<file path="src/rtl/clkmgr_consts.vh">
// Register offsets, field positions, reset values and timing counts of the clock manager
`ifndef CLKMGR_CONSTS_VH
`define CLKMGR_CONSTS_VH
// ****************************************
// Register offsets (7-bit control address)
// ****************************************
`define OFS_A_FRAC_LOW 7'h00
`define OFS_A_FRAC_MID 7'h01
`define OFS_A_FRAC_HIGH_INT 7'h02
`define OFS_A_DIVIDERS 7'h03
`define OFS_B_FRAC_LOW 7'h04
`define OFS_B_FRAC_MID 7'h05
`define OFS_B_FRAC_HIGH_INT 7'h06
`define OFS_B_DIVIDERS 7'h07
`define OFS_POWER_DOWN 7'h33
// ****************************************
// Field positions
// ****************************************
`define POS_FRAC_HIGH_LSB 0
`define POS_FRAC_HIGH_MSB 3
`define POS_INT_LSB 4
`define POS_INT_MSB 7
`define POS_PREDIV 0
`define POS_POSTDIV 1
`define POS_OUTDIV_LSB 3
`define POS_OUTDIV_MSB 4
`define POS_CRYSTAL_OFF 0
`define POS_FIRST_OFF 1
`define POS_SECOND_OFF 2
// ****************************************
// Reset values
// ****************************************
`define RST_FRAC_LOW 9'h121
`define RST_FRAC_MID 9'h17e
`define RST_FRAC_HIGH_INT 9'h07d
`define RST_DIVIDERS 9'h010
`define RST_POWER_DOWN 9'h006
// ****************************************
// Fixed ratios and timing counts
// ****************************************
`define TRACK_RATIO 9'h100
`define FRAC_BITS 22
`define SYNC_STAGES 3
`endif

</file>
<file path="src/rtl/clock_manager.v">
// Dual synthesiser clock manager with mode-dependent field ownership
`include "clkmgr_consts.vh"
module clock_manager (
  input wire CLK,
  input wire RST,
  input wire WR_EN,
  input wire RD_EN,
  input wire [6:0] ADDR,
  input wire [8:0] WDATA,
  output reg [8:0] RDATA,
  output reg RD_VALID,
  input wire RX_ENABLE,
  input wire RX_LOCKED,
  input wire RX_STREAM_PRESENT,
  input wire [3:0] RX_INTEGER,
  input wire [21:0] RX_FRACTION,
  input wire [1:0] RX_OUTDIV_MODE,
  input wire OSC_SELECT_MASTER,
  input wire OSC_SELECT_CLOCK_OUTPUT_PIN,
  output reg CRYSTAL_DRIVE_ON,
  output reg TRACKING_MODE,
  output reg [25:0] FIRST_SYNTH_RATIO,
  output reg [25:0] SECOND_SYNTH_RATIO,
  output reg FIRST_SYNTH_PREDIVIDE,
  output reg SECOND_SYNTH_PREDIVIDE,
  output reg [1:0] FIRST_SYNTH_OUTDIV_MODE,
  output reg FIRST_SYNTH_OUT,
  output reg SECOND_SYNTH_OUT,
  output reg FIRST_SYNTH_AVAILABLE,
  output reg SECOND_SYNTH_AVAILABLE,
  output reg [8:0] TRACK_FS_RATIO,
  output reg MASTER_CLOCK_FROM_OSC,
  output reg CLOCK_OUTPUT_FROM_OSC
);
  // ****************************************
  // Software registers
  // ****************************************
  reg [8:0] a_frac_low_ff;
  reg [8:0] a_frac_mid_ff;
  reg [8:0] a_frac_high_int_ff;
  reg [8:0] a_dividers_ff;
  reg [8:0] b_frac_low_ff;
  reg [8:0] b_frac_mid_ff;
  reg [8:0] b_frac_high_int_ff;
  reg [8:0] b_dividers_ff;
  reg [8:0] power_down_ff;

  // Register writes, one 9-bit word per address; 33h keeps only WDATA[2:0], upper bits zero
  always @(posedge CLK) begin
    if (RST) begin
      a_frac_low_ff <= `RST_FRAC_LOW;
      a_frac_mid_ff <= `RST_FRAC_MID;
      a_frac_high_int_ff <= `RST_FRAC_HIGH_INT;
      a_dividers_ff <= `RST_DIVIDERS;
      b_frac_low_ff <= `RST_FRAC_LOW;
      b_frac_mid_ff <= `RST_FRAC_MID;
      b_frac_high_int_ff <= `RST_FRAC_HIGH_INT;
      b_dividers_ff <= `RST_DIVIDERS;
      power_down_ff <= `RST_POWER_DOWN;
    end else if (WR_EN) begin
      case (ADDR)
        `OFS_A_FRAC_LOW: a_frac_low_ff <= WDATA;
        `OFS_A_FRAC_MID: a_frac_mid_ff <= WDATA;
        `OFS_A_FRAC_HIGH_INT: a_frac_high_int_ff <= WDATA;
        `OFS_A_DIVIDERS: a_dividers_ff <= WDATA;
        `OFS_B_FRAC_LOW: b_frac_low_ff <= WDATA;
        `OFS_B_FRAC_MID: b_frac_mid_ff <= WDATA;
        `OFS_B_FRAC_HIGH_INT: b_frac_high_int_ff <= WDATA;
        `OFS_B_DIVIDERS: b_dividers_ff <= WDATA;
        `OFS_POWER_DOWN: power_down_ff <= {6'h00, WDATA[2:0]};
        default: power_down_ff <= power_down_ff;
      endcase
    end
  end

  // ****************************************
  // Field decode helpers
  // ****************************************
  // Reassemble a 22-bit fraction from its three register pieces
  function [21:0] join_fraction;
    input [8:0] low;
    input [8:0] mid;
    input [8:0] high;
    begin
      join_fraction = {high[`POS_FRAC_HIGH_MSB:`POS_FRAC_HIGH_LSB], mid, low};
    end
  endfunction

  // Half period of the output divider in model clock cycles
  function [4:0] half_divide;
    input [1:0] mode;
    input post;
    reg [4:0] base;
    begin
      case (mode)
        2'h0: base = 5'h01;
        2'h1: base = 5'h02;
        2'h2: base = 5'h04;
        default: base = 5'h06;
      endcase
      half_divide = post ? {base[3:0], 1'b0} : base;
    end
  endfunction

  // ****************************************
  // Pin input synchronisers
  // ****************************************
  // Receiver status arrives from another clock domain
  reg [2:0] sync_enable_ff;
  reg [2:0] sync_locked_ff;
  reg [2:0] sync_present_ff;
  reg rx_enable_ff;
  reg rx_locked_ff;
  reg rx_present_ff;

  always @(posedge CLK) begin
    if (RST) begin
      sync_enable_ff <= 3'h0;
      sync_locked_ff <= 3'h0;
      sync_present_ff <= 3'h0;
    end else begin
      sync_enable_ff <= {sync_enable_ff[1:0], RX_ENABLE};
      sync_locked_ff <= {sync_locked_ff[1:0], RX_LOCKED};
      sync_present_ff <= {sync_present_ff[1:0], RX_STREAM_PRESENT};
    end
  end

  // Accept a change only once stages two and three agree
  always @(posedge CLK) begin
    if (RST) begin
      rx_enable_ff <= 1'b0;
      rx_locked_ff <= 1'b0;
      rx_present_ff <= 1'b0;
    end else begin
      if (sync_enable_ff[1] == sync_enable_ff[2]) rx_enable_ff <= sync_enable_ff[2];
      if (sync_locked_ff[1] == sync_locked_ff[2]) rx_locked_ff <= sync_locked_ff[2];
      if (sync_present_ff[1] == sync_present_ff[2]) rx_present_ff <= sync_present_ff[2];
    end
  end

  // ****************************************
  // Mode ownership of the first synthesiser
  // ****************************************
  reg [3:0] frozen_int_ff;
  reg [21:0] frozen_frac_ff;
  reg [3:0] a_int;
  reg [21:0] a_frac;
  reg [1:0] a_mode;
  wire tracking;
  wire a_run;

  assign tracking = rx_enable_ff;

  // Capture receiver values while a stream is present; hold when it stops
  always @(posedge CLK) begin
    if (RST) begin
      frozen_int_ff <= 4'h0;
      frozen_frac_ff <= 22'h000000;
    end else if (tracking & rx_present_ff) begin
      frozen_int_ff <= RX_INTEGER;
      frozen_frac_ff <= RX_FRACTION;
    end
  end

  // Receiver inputs are quasi-static settings from the tracking loop
  always @* begin
    if (tracking) begin
      a_int = rx_present_ff ? RX_INTEGER : frozen_int_ff;
      a_frac = rx_present_ff ? RX_FRACTION : frozen_frac_ff;
      a_mode = RX_OUTDIV_MODE;
    end else begin
      a_int = a_frac_high_int_ff[`POS_INT_MSB:`POS_INT_LSB];
      a_frac = join_fraction(a_frac_low_ff, a_frac_mid_ff, a_frac_high_int_ff);
      a_mode = a_dividers_ff[`POS_OUTDIV_MSB:`POS_OUTDIV_LSB];
    end
  end

  // Unlocked while tracking a new rate stops the output; loss of stream does not
  assign a_run = ~tracking | rx_locked_ff | ~rx_present_ff;

  // ****************************************
  // Synthesiser channels
  // ****************************************
  wire [25:0] a_ratio;
  wire [25:0] b_ratio;
  wire a_clk;
  wire b_clk;

  synth_divider u_first (
    .clk(CLK),
    .rst(RST),
    .power_off(power_down_ff[`POS_FIRST_OFF]),
    .run(a_run),
    .integer_part(a_int),
    .fraction(a_frac),
    .predivide(a_dividers_ff[`POS_PREDIV]),
    .divide_half(half_divide(a_mode, a_dividers_ff[`POS_POSTDIV])),
    .ratio(a_ratio),
    .clk_out(a_clk)
  );

  // Second synth is always software-owned, also when feeding the receiver
  synth_divider u_second (
    .clk(CLK),
    .rst(RST),
    .power_off(power_down_ff[`POS_SECOND_OFF]),
    .run(1'b1),
    .integer_part(b_frac_high_int_ff[`POS_INT_MSB:`POS_INT_LSB]),
    .fraction(join_fraction(b_frac_low_ff, b_frac_mid_ff, b_frac_high_int_ff)),
    .predivide(b_dividers_ff[`POS_PREDIV]),
    .divide_half(half_divide(b_dividers_ff[`POS_OUTDIV_MSB:`POS_OUTDIV_LSB],
                             b_dividers_ff[`POS_POSTDIV])),
    .ratio(b_ratio),
    .clk_out(b_clk)
  );

  // ****************************************
  // Registered outputs
  // ****************************************
  // Every top output comes from a flip-flop, one cycle behind its source
  always @(posedge CLK) begin
    if (RST) begin
      CRYSTAL_DRIVE_ON <= 1'b1;
      TRACKING_MODE <= 1'b0;
      FIRST_SYNTH_RATIO <= 26'h0000000;
      SECOND_SYNTH_RATIO <= 26'h0000000;
      FIRST_SYNTH_PREDIVIDE <= 1'b0;
      SECOND_SYNTH_PREDIVIDE <= 1'b0;
      FIRST_SYNTH_OUTDIV_MODE <= 2'h0;
      FIRST_SYNTH_OUT <= 1'b0;
      SECOND_SYNTH_OUT <= 1'b0;
      FIRST_SYNTH_AVAILABLE <= 1'b0;
      SECOND_SYNTH_AVAILABLE <= 1'b0;
      TRACK_FS_RATIO <= 9'h000;
      MASTER_CLOCK_FROM_OSC <= 1'b0;
      CLOCK_OUTPUT_FROM_OSC <= 1'b0;
    end else begin
      CRYSTAL_DRIVE_ON <= ~power_down_ff[`POS_CRYSTAL_OFF];
      TRACKING_MODE <= tracking;
      FIRST_SYNTH_RATIO <= a_ratio;
      SECOND_SYNTH_RATIO <= b_ratio;
      FIRST_SYNTH_PREDIVIDE <= a_dividers_ff[`POS_PREDIV];
      SECOND_SYNTH_PREDIVIDE <= b_dividers_ff[`POS_PREDIV];
      FIRST_SYNTH_OUTDIV_MODE <= a_mode;
      FIRST_SYNTH_OUT <= a_clk;
      SECOND_SYNTH_OUT <= b_clk;
      // Not offered to consumers while off, stopped, or reserved for the receiver
      FIRST_SYNTH_AVAILABLE <= ~power_down_ff[`POS_FIRST_OFF] & a_run;
      SECOND_SYNTH_AVAILABLE <= ~power_down_ff[`POS_SECOND_OFF] & ~tracking;
      // Tracking clock multiple: 256fs, halved to 128fs by the postdivide bit
      TRACK_FS_RATIO <= ~tracking ? 9'h000 :
                        (a_dividers_ff[`POS_POSTDIV] ? (`TRACK_RATIO >> 1) :
                         `TRACK_RATIO);
      MASTER_CLOCK_FROM_OSC <= OSC_SELECT_MASTER;
      CLOCK_OUTPUT_FROM_OSC <= OSC_SELECT_CLOCK_OUTPUT_PIN;
    end
  end

  // ****************************************
  // Register readback
  // ****************************************
  // Read data lands one cycle after RD_EN; unmapped addresses read zero
  always @(posedge CLK) begin
    if (RST) begin
      RDATA <= 9'h000;
      RD_VALID <= 1'b0;
    end else begin
      RD_VALID <= RD_EN;
      if (RD_EN) begin
        case (ADDR)
          `OFS_A_FRAC_LOW: RDATA <= a_frac_low_ff;
          `OFS_A_FRAC_MID: RDATA <= a_frac_mid_ff;
          `OFS_A_FRAC_HIGH_INT: RDATA <= a_frac_high_int_ff;
          `OFS_A_DIVIDERS: RDATA <= a_dividers_ff;
          `OFS_B_FRAC_LOW: RDATA <= b_frac_low_ff;
          `OFS_B_FRAC_MID: RDATA <= b_frac_mid_ff;
          `OFS_B_FRAC_HIGH_INT: RDATA <= b_frac_high_int_ff;
          `OFS_B_DIVIDERS: RDATA <= b_dividers_ff;
          `OFS_POWER_DOWN: RDATA <= power_down_ff;
          default: RDATA <= 9'h000;
        endcase
      end
    end
  end
endmodule

</file>
<file path="src/rtl/synth_divider.v">
// One synthesiser channel model: ratio, output division and clock gating
`include "clkmgr_consts.vh"
module synth_divider (
  input wire clk,
  input wire rst,
  input wire power_off,
  input wire run,
  input wire [3:0] integer_part,
  input wire [21:0] fraction,
  input wire predivide,
  input wire [4:0] divide_half,
  output wire [25:0] ratio,
  output wire clk_out
);
  // ****************************************
  // Ratio and divided clock
  // ****************************************
  reg [4:0] count_ff;
  reg out_ff;
  wire [4:0] nxt_count;
  wire nxt_out;
  wire toggle;

  // Multiplication factor: integer plus fraction over 2^22
  assign ratio = {integer_part, fraction};

  assign toggle = (count_ff + 5'h01 >= divide_half);
  assign nxt_count = toggle ? 5'h00 : count_ff + 5'h01;
  // Off or stopped forces the output low at the next edge, cutting any high phase short
  assign nxt_out = (power_off | ~run) ? 1'b0 : (toggle ? ~out_ff : out_ff);

  // Count runs only while enabled so restart is phase-clean
  always @(posedge clk) begin
    if (rst | power_off | ~run) begin
      count_ff <= 5'h00;
    end else begin
      count_ff <= nxt_count;
    end
  end

  always @(posedge clk) begin
    if (rst) begin
      out_ff <= 1'b0;
    end else begin
      out_ff <= nxt_out;
    end
  end

  assign clk_out = out_ff;
endmodule

</file>
<file path="config.mk">
export PLATFORM = sky130hd
export DESIGN_NAME = clock_manager
export DESIGN_NICKNAME = d
export VERILOG_FILES = /design/src/rtl/clock_manager.v /design/src/rtl/synth_divider.v
export VERILOG_INCLUDE_DIRS = /design/src /design/src/rtl
export SDC_FILE = /design/constraint.sdc
export NUM_CORES = 1
export LEC_CHECK = 0
export ABC_AREA = 1
export BUFFER_PORTS_ARGS = -buffer_cell sky130_fd_sc_hd__buf_2
export CORE_ASPECT_RATIO = 0.7
export CORE_UTILIZATION = 55
export DETAILED_ROUTE_END_ITERATION = 16
export PLACE_DENSITY = 0.91
export SYNTH_ARGS = -nofsm -noshare
export SYNTH_HDL_FRONTEND = slang
export SYNTH_SLANG_ARGS = --single-unit
</file>
<file path="constraint.sdc">
create_clock -name CLK -period 2.37 [get_ports CLK]
set_input_delay 0.237 -clock CLK [delete_from_list [all_inputs] [get_ports CLK]]
set_output_delay 0.237 -clock CLK [all_outputs]
set_load 0.01 [all_outputs]
</file>
After elaboration in Yosys (flattened, before gate mapping)

Index checks and enable logic that the tools add are counted.

Register bits: 208
Output and inout port bits: 83
Input port bits: 53

Muxes and demuxes: 11
Magnitude comparators: 2
Reductions and logical operators: 17
Add/subtract/negate cells: 2
Equality and inequality tests: 15
Bitwise logic cells: 17

Operator list:

| kind                                                                   | number |
|---|---|
| 9-bit one-hot mux with 9 select lines                                  | 1 |
| 22-bit two-way mux                                                     | 2 |
| 7-bit by 3-bit equality test with 1-bit output (second input constant) | 4 |
| 3-bit one-hot mux with 3 select lines                                  | 2 |
| 2-bit AND reduction                                                    | 9 |
| 7-bit by 2-bit equality test with 1-bit output (second input constant) | 2 |
| 5-bit by 1-bit adder with 5-bit output (second input constant)         | 2 |
| 5-bit >= comparator                                                    | 2 |
| 5-bit two-way mux                                                      | 2 |
| 2-bit OR reduction                                                     | 5 |
| 9-bit two-way mux                                                      | 1 |
| 4-bit two-way mux                                                      | 2 |
| 1-bit NOT                                                              | 8 |
| 7-bit by 1-bit equality test with 1-bit output (second input constant) | 1 |
| 7-bit by 6-bit equality test with 1-bit output (second input constant) | 1 |
| 7-bit logical NOT                                                      | 1 |
| 1-bit bitwise OR                                                       | 6 |
| 2-bit by 1-bit equality test with 1-bit output (second input constant) | 2 |
| 2-bit equality test (second input constant)                            | 2 |
| 2-bit logical NOT                                                      | 2 |
| 1-bit AND                                                              | 3 |
| 1-bit equality test                                                    | 3 |
| 2-bit two-way mux                                                      | 1 |

Depth between registers and ports, before layout

Gate-level depths: netlist of run 1.

Word-level depth: 6
Gate-level depth with buffers: 17

Cells and area by module

From an unflattened synthesis of run 1, not the netlist that was laid out.

Cells, all modules: 1,147
Area total of the unflattened synthesis: 8,672.1 µm²

By module, submodules not included:

| module        | times used | cells an instance | area an instance (µm²) |
|---|---|---|---|
| clock_manager | 1          | 987               | 7,423.4 |
| synth_divider | 2          | 80                | 624.3 |

Worst setup path before layout of run 1

No wires, ideal clock.

Path type: register to register
Start point: register rx_enable_ff
End point: register u_first.out_ff (netlist: u_first.clk_out)
Cell stages (with the launch flop): 17
Arrival time: 1.817 ns
Setup slack: 0.440 ns
Required time: 2.257 ns
Buffers on the path: 0
Setup time: 0.113 ns
Period minus slack after synthesis: 1.930 ns
Cell sequence: dfxtp_1 -> inv_1 -> or2_2 -> o21ai_0 -> nand2_1 -> nor2_1 -> ha_1 -> inv_1 -> nand2_1 -> nand2_1 -> nand2_1 -> nand2_1 -> nand2_1 -> a21oi_1 -> nand2_1 -> nor2_1 -> nor2_1

Word-level cells in the longest chain between the ends: 6
Elaborated cells on any way between the ends: 13
Those cells by class: order compare (1); eq/ne (2); mux (3); bitwise (5); reduce/logical (2)

RTL lines:

| item                                                                        | line                | text |
|---|---|---|
| start, declared                                                             | clock_manager.v:112 | `reg rx_enable_ff;` |
| start signal, assigned                                                      | clock_manager.v:135 | `if (sync_enable_ff[1] == sync_enable_ff[2]) rx_enable_ff <= sync_enable_ff[2];` |
| parallel branches: the longest is 6 deep, another holds 5-bit >= comparator | --                  |  |
| end signal, assigned                                                        | synth_divider.v:45  | `out_ff <= nxt_out;` |
| end, declared                                                               | synth_divider.v:19  | `reg out_ff;` |

Parallel ways; which one is timed is not known.
A chain may end at the register's enable or synchronous reset.

Final worst setup path of run 1

Start point: register rx_enable_ff
End point: register u_first.count_ff[3]

Word-level cells in the longest chain between the ends: 6
Elaborated cells on any way between the ends: 13
Those cells by class: order compare (1); eq/ne (2); mux (3); bitwise (5); reduce/logical (2)

RTL lines:

| item                                                                      | line                                    | text |
|---|---|---|
| 2-bit two-way mux or 1-bit NOT (tied branches)                            | --                                      |  |
| 2-bit equality test (tied with other cells)                               | clock_manager.v:95                      | `case (mode)` |
| 3-bit one-hot mux with 3 select lines or 1-bit bitwise OR (tied branches) | clock_manager.v:95, clock_manager.v:179 |  |
| 5-bit two-way mux or 1-bit NOT (tied branches)                            | clock_manager.v:101, synth_divider.v:34 |  |
| 5-bit >= comparator or 1-bit bitwise OR (tied branches)                   | synth_divider.v:27, synth_divider.v:34  |  |
| 2-bit OR reduction (no source line) *                                     | --                                      |  |
| end signal, assigned                                                      | synth_divider.v:37                      | `count_ff <= nxt_count;` |
| end, declared                                                             | synth_divider.v:18                      | `reg [4:0] count_ff;` |

Mark *: on every way between the ends. The rest lies on a longest branch, timed or not.

==> results of run 1 <==
[routing by layer]
layer / part of all wire [%] / up-vias
li1: - / 3404
met1: 44 / 3297
met2: 43 / 392
met3: 10 / 47
met4: 2.3 / 0
met5: 0 / -
[path summary, 6_finish.rpt]
path                                     end  depth (start not counted)
max           u_first.count_ff[3]$_SDFF_PP0_                         16
min          frozen_frac_ff[21]$_SDFFE_PP0P_                          3
max reg2reg   u_first.count_ff[3]$_SDFF_PP0_                         16
min reg2reg      CRYSTAL_DRIVE_ON$_SDFF_PP1_                          1
[cells in the mapped netlist (all sizes together)]
| cell | n |
|---|---|
| a211oi | 2 |
| a21boi | 1 |
| a21oi | 98 |
| a31oi | 20 |
| buf | 30 |
| clkbuf | 19 |
| clkinv | 2 |
| conb | 1 |
| dfxtp | 201 |
| ha | 10 |
| inv | 99 |
| nand2 | 200 |
| nand3 | 67 |
| nor2 | 120 |
| nor3 | 2 |
| nor3b | 1 |
| o211ai | 20 |
| o21a | 1 |
| o21ai | 76 |
| or2 | 1 |
| xnor2 | 1 |
| xor2 | 4 |
[cells by family after synthesis]
| kind of cell | count (synthesis) |
|---|---|
| DFF | 201 |
| and+or+nand+nor | 391 |
| xor gates and xnor gates | 5 |
| buffers and inverters | 150 |
| other | 1 |
| AOI/OAI and AO/OA | 218 |
| adders and majority gates | 10 |
[power by group through the flow]
stage,Sequential [mW],Clock [mW],Combinational [mW]
2_1_floorplan,3.54,0,0.165
3_3_place_gp,3.52,0,0.315
3_5_place_dp,3.52,0,0.319
4_1_cts,3.44,3.35,0.331
5_1_grt,3.45,3.51,0.365
6_report,3.44,3.34,0.339
[critical path, cell delays in order, from the launching register on]
cell,delay [ns]
dfxtp_2,0.34
inv_1,0.07
buf_4,0.27
nand2_1,0.09
nand2_1,0.11
inv_1,0.06
nand2_1,0.08
nor2_1,0.06
a21oi_1,0.14
ha_1,0.25
nand2_1,0.07
nand2_1,0.05
nand2_1,0.05
nand2_1,0.04
a21oi_1,0.16
nand3_1,0.16
nor2_1,0.14
[timing repair]
item,in CTS,in global routing
hold buffers,6,0
resized for setup,0,1
hold endpoints to repair,6,0
endpoints found under the setup margin,0,3
[final cells by class]
type / instances / share of cell area (%)
Clock buffer: 26 / 6.00
Clock inverter: 7 / 1.50
Inverter: 101 / 4.12
Multi-Input combinational cell: 633 / 33.6
Sequential cell: 201 / 43.7
Tap cell: 185 / 2.51
Timing Repair Buffer: 144 / 8.59
==> impl_metrics.csv, run 1 <==
group,metric,value,unit
global_routing,grt_max_degree,88,
sta,period_share,92.4,%
outcome,status,"complete, no violations",
layout,final_cells,1297,
layout,layout.nets,1163,
route,vias_per_cell,5.51,
floorplanning,core,13400,µm²
pwr,p_sw,1.52,mW
route,drt_wl_total,20.6,mm
placement,dp_slack,0.207,ns
sta,max_freq,457,MHz
global_routing,grt.met2_usage,43.6,%
clock_network,clk_pin_slew,0.07,ns
placement,port_buffers,128,
setup_path,critPathLaunchType,"register",
layout,layout_common_cells,"dfxtp_1 (200), nand2_1 (191), buf_2 (127), nor2_1 (105), a21oi_1 (98)",
sta,setup_viol,0,
setup_path,r2r-start,"rx_enable_ff$_SDFFE_PP0N_",
pwr,seqPwrFrac,48.4,%
route,num_vias,7140,
layout,drive_above_1_share,18.4,%
clock_network,cts.htree.levels,1,
floorplanning,dieArea,14600,µm²
route,drtIter0Drc,774,
pwr,swShare,21.4,%
clock_network,clock_latency,0.49,ns
route,antenna_left,0,
logic_synthesis,synthAdderAreaFrac,1.62,%
setup_path,crit_arrival,2.60,ns
logic_synthesis,yosys.area_share.simple,22.1,%
logic_synthesis,synthMuxAreaShare,0,%
global_routing,track_usage,28.5,%
setup_path,critical_path_class,"reg2reg",
logic_synthesis,yosysTopAreaCellShare,52.0,%
logic_synthesis,ys_ff_latch,201,
logic_synthesis,syn_area_per_cell,7.93,µm²
logic_synthesis,synth-seq-area-share,52.0,%
global_routing,grt-busiest-layer,"met2",
floorplanning,io_pins,136,
worst_hold_path,hold_path_class,"in2reg",
sta,finalHoldViolCount,0,
layout,post-route-util,68.5,%
global_routing,first_global_vias,6263,
logic_synthesis,synth.distinct_cells,33,
sta,timing.setup.tns,0,ns
floorplanning,dieHeight,101,µm
pwr,p_leak,4.24,nW
clock_network,tritoncts,"yes",
layout,reg_top3,"FIRST_SYNTH_RATIO x26, SECOND_SYNTH_RATIO x26, frozen_frac_ff x22",
global_routing,antenna_found_initial,0,
logic_synthesis,syn_area,7740,µm²
setup_path,worstPathMaxFanout,23,
logic_synthesis,synth_top_family_by_area,"simple AND/OR/NAND/NOR gates",
logic_synthesis,synth_compound_area_share,15.2,%
pwr,clockPowerShare,46.9,%
floorplanning,placementRows,35,
global_routing,grt_pass1_wl,32.1,mm
clock_network,clock_sinks,201,
placement,placedInstanceArea,8450,µm²
clock_network,cts_max_path_buffers,3,
pwr,ir_worst_vdd,508,µV
layout,diodes,0,
global_routing,grt_use_met3,5.44,%
logic_synthesis,synth_cells,976,
logic_synthesis,yosysTopAreaCell,"dfxtp_1",
logic_synthesis,yosys_warnings,0,
pwr,power_density,774,nW/µm²
layout,final_common_cell,"dfxtp_1",
pwr,p_int,5.60,mW
sta,min_period,2.19,ns
route,dr.pass1.iters,6,
setup_path,critPathCaptureType,"register",
floorplanning,die_w,144,µm
layout,stdcell_area,9200,µm²
placement,gp_congestion,0.953,
sta,rsz0062_at_grt,"false",
layout,regArea,4030,µm²
placement,dp_cells,1258,
layout,nFillCells,1082,
setup_path,startpoint,"rx_enable_ff$_SDFFE_PP0N_",
placement,hpwlAfterDp,14.2,mm
logic_synthesis,ys_top_cells_by_area,"dfxtp_1 (52%), nand2_1 (9.3%), a21oi_1 (6.3%)",
pwr,report.power.total,7.12,mW
sta,setup_ws,0.180,ns
route,drc,0,
clock_network,cts_root_buf,"clkbuf_16",
floorplanning,start_util,57.6,%
layout,multiInputGateArea,3090,µm²
layout,syn2layout_area_growth,18.9,%
pwr,p_comb_share,4.8,%
route,detail_route.wl_per_cell,15.9,µm
global_routing,grt_remaining_overflow,0,
setup_path,critPathRequiredTime,2.78,ns
sta,finClkSkew,0.00994,ns
clock_network,cts_setup_buffers,0,
clock_network,cts_buffers,19,
worst_hold_path,min_from,"RX_FRACTION[21]",
logic_synthesis,synthXorXnorAreaFrac,0.566,%
setup_path,regToRegSetupSlack,0.18,ns
sta,hold_ws,0.0233,ns
global_routing,use_met1,40.7,%
sta,slew_viol_final,0,
sta,worst_slew_pin_slew,0.637,ns
run,drv_cap,0,
sta,relSlewSlack,57.4,%
(Power assumes the default switching activity.)
==> run 2: changes to the inputs <==
clock period = 2.1 ns   (was 2.37 ns; I/O delays follow)
==> impl_metrics.csv, run 2 (synthesis results as in run 1) <==
group,metric,value,unit
clock_network,cts_root_buf,"clkbuf_16",
global_routing,use_met1,39.9,%
outcome,status,"complete, no violations",
floorplanning,dieArea,14600,µm²
setup_path,critical_path_class,"reg2reg",
route,drc,0,
route,dr.pass1.iters,6,
sta,min_period,1.97,ns
clock_network,clk_pin_slew,0.06,ns
floorplanning,die_w,144,µm
placement,placedInstanceArea,8480,µm²
floorplanning,io_pins,136,
global_routing,grt_use_met3,5.77,%
setup_path,cp_common_cell,"nand2_1",
pwr,ir_worst_vdd,722,µV
placement,hpwlAfterDp,14.1,mm
worst_hold_path,hold_path_class,"in2reg",
global_routing,grt.met2_usage,42.7,%
layout,drive_above_1_share,18.6,%
sta,relSlewSlack,54.4,%
sta,finClkSkew,0.00885,ns
run,drv_cap,0,
setup_path,cp_num_buf_inv,2,
pwr,power_density,823,nW/µm²
setup_path,critPathLaunchType,"register",
global_routing,first_global_vias,6392,
route,antenna_left,0,
floorplanning,core,13400,µm²
floorplanning,placementRows,35,
layout,final_common_cell,"dfxtp_1",
clock_network,clock_sinks,201,
pwr,p_int,5.92,mW
clock_network,cts.htree.levels,1,
setup_path,cpPeakStageDelay,0.36,ns
setup_path,startpoint,"rx_enable_ff$_SDFFE_PP0N_",
setup_path,crit_chain,"inv_2 -> or2_4 -> o21ai_2 -> nand2_1 -> nor2_1 -> ha_1 -> inv_1 -> nand2_1 -> nand2_1 -> nand2_1 -> nand2_1 -> nand2_1 -> a21oi_2 -> nand2_1 -> nand2_1 -> nand2_1 -> nor2_1",
global_routing,grt_max_degree,80,
clock_network,clock_latency,0.48,ns
floorplanning,start_util,57.6,%
layout,stdcell_area,9220,µm²
layout,layout.nets,1174,
pwr,clockPowerShare,43.6,%
global_routing,grt-busiest-layer,"met2",
layout,layout_common_cells,"dfxtp_1 (200), nand2_1 (191), buf_2 (127), nor2_1 (105), a21oi_1 (97)",
setup_path,worstPathMaxFanout,3,
layout,syn2layout_area_growth,19.1,%
setup_path,critPathRequiredTime,2.52,ns
setup_path,crit_arrival,2.39,ns
pwr,p_leak,4.25,nW
worst_hold_path,min_from,"RX_INTEGER[0]",
setup_path,r2r-start,"rx_enable_ff$_SDFFE_PP0N_",
route,detail_route.wl_per_cell,15.5,µm
clock_network,cts_buffers,19,
sta,rsz0062_at_grt,"true",
sta,finalHoldViolCount,0,
pwr,report.power.total,7.59,mW
global_routing,grt_remaining_overflow,0,
global_routing,track_usage,28.0,%
clock_network,tritoncts,"yes",
route,vias_per_cell,5.42,
global_routing,grt_pass1_wl,31.9,mm
pwr,swShare,21.9,%
sta,slew_viol_final,0,
pwr,p_comb_share,5.2,%
sta,max_freq,507,MHz
sta,setup_viol,0,
global_routing,antenna_found_initial,0,
route,drt_wl_total,20.3,mm
route,num_vias,7075,
layout,nFillCells,1079,
pwr,seqPwrFrac,51.2,%
layout,reg_top3,"FIRST_SYNTH_RATIO x26, SECOND_SYNTH_RATIO x26, frozen_frac_ff x22",
placement,port_buffers,128,
floorplanning,dieHeight,101,µm
sta,timing.setup.tns,0,ns
sta,period_share,93.9,%
sta,worst_slew_pin_slew,0.681,ns
setup_path,slowest_stage,"dfxtp_4",
layout,diodes,0,
setup_path,cp_top_family,"simple AND/OR/NAND/NOR gates",
pwr,p_sw,1.66,mW
placement,gp_congestion,0.987,
sta,hold_ws,0.00571,ns
clock_network,cts_max_path_buffers,3,
setup_path,critPathCaptureType,"register",
route,drtIter0Drc,688,
==> run 2: cell types whose count changed in the layout (fill, tap and decap cells not counted), sizes merged <==
cell,change
dlygate4sd3,+7
clkinvlp,-1
bufinv,-3
buf,+4
clkbuf,+2
==> run 2: power groups by stage <==
stage               Combinational (mW)  Sequential [mW]  Clock [mW]
detailed placement               0.361             3.97           0
CTS                              0.382             3.89        3.34
global route                     0.423             3.89        3.49
floorplan                        0.186             3.99           0
finish                           0.392             3.89        3.31
global placement                 0.358             3.97           0
==> run 2: worst paths after layout <==
| check | endpoint | slack (ns) | depth (start not counted) |
|---|---|---|---|
| worst min-delay path | frozen_int_ff[0]$_SDFFE_PP0P_ | 0.006 | 3 |
| worst max-delay path | u_first.clk_out$_SDFFE_PP0P_ | 0.13 | 17 |
| worst max register to register | u_first.clk_out$_SDFFE_PP0P_ | 0.13 | 17 |
| worst min register to register | CRYSTAL_DRIVE_ON$_SDFF_PP1_ | 0.41 | 1 |
==> run 2: worst register-to-register path, stage by stage, from the launching register on <==
cell	delay, ns
dfxtp_4	0.36
inv_2	0.04
or2_4	0.22
o21ai_2	0.08
nand2_1	0.09
nor2_1	0.12
ha_1	0.23
inv_1	0.05
nand2_1	0.04
nand2_1	0.06
nand2_1	0.05
nand2_1	0.05
nand2_1	0.06
a21oi_2	0.17
nand2_1	0.09
nand2_1	0.06
nand2_1	0.05
nor2_1	0.09
==> run 2: final cells by class <==
class	count	area (µm²)	share of cell area, %
Sequential cell	201	4030	43.7
Multi-Input combinational cell	633	3100	33.6
Timing Repair Buffer	155	891	9.66
Clock buffer	28	549	5.96
Inverter	101	379	4.11
Tap cell	185	231	2.51
Clock inverter	3	40.0	0.434
==> run 2: stage by stage <==
stage / util (%) / std cells / setup WS [ns]
after floorplan: - / 984 / 0.170
after global placement: 63.0 / 1261 / 0.0794
after detailed placement: 63.0 / 1261 / 0.0187
after CTS: 68.4 / 1305 / 0.0502
after global routing: 68.6 / 1306 / -0.0647
final: 68.6 / 1306 / 0.128
==> run 2: repair_timing <==
item | 4_1_cts | 5_1_grt
endpoints found under the hold margin | 15 | 0
pin swaps | 0 | 8
setup endpoints to repair | 3 | 5
resized for setup | 1 | 7
setup buffers | 0 | 1
hold buffers | 13 | 0
==> run 2: routing by layer <==
metal  vias to the layer above  wire length (µm)
li1                       3428                 -
met1                      3248              9010
met2                       351              8730
met3                        48              2060
met4                         0               505
met5                         -                 0
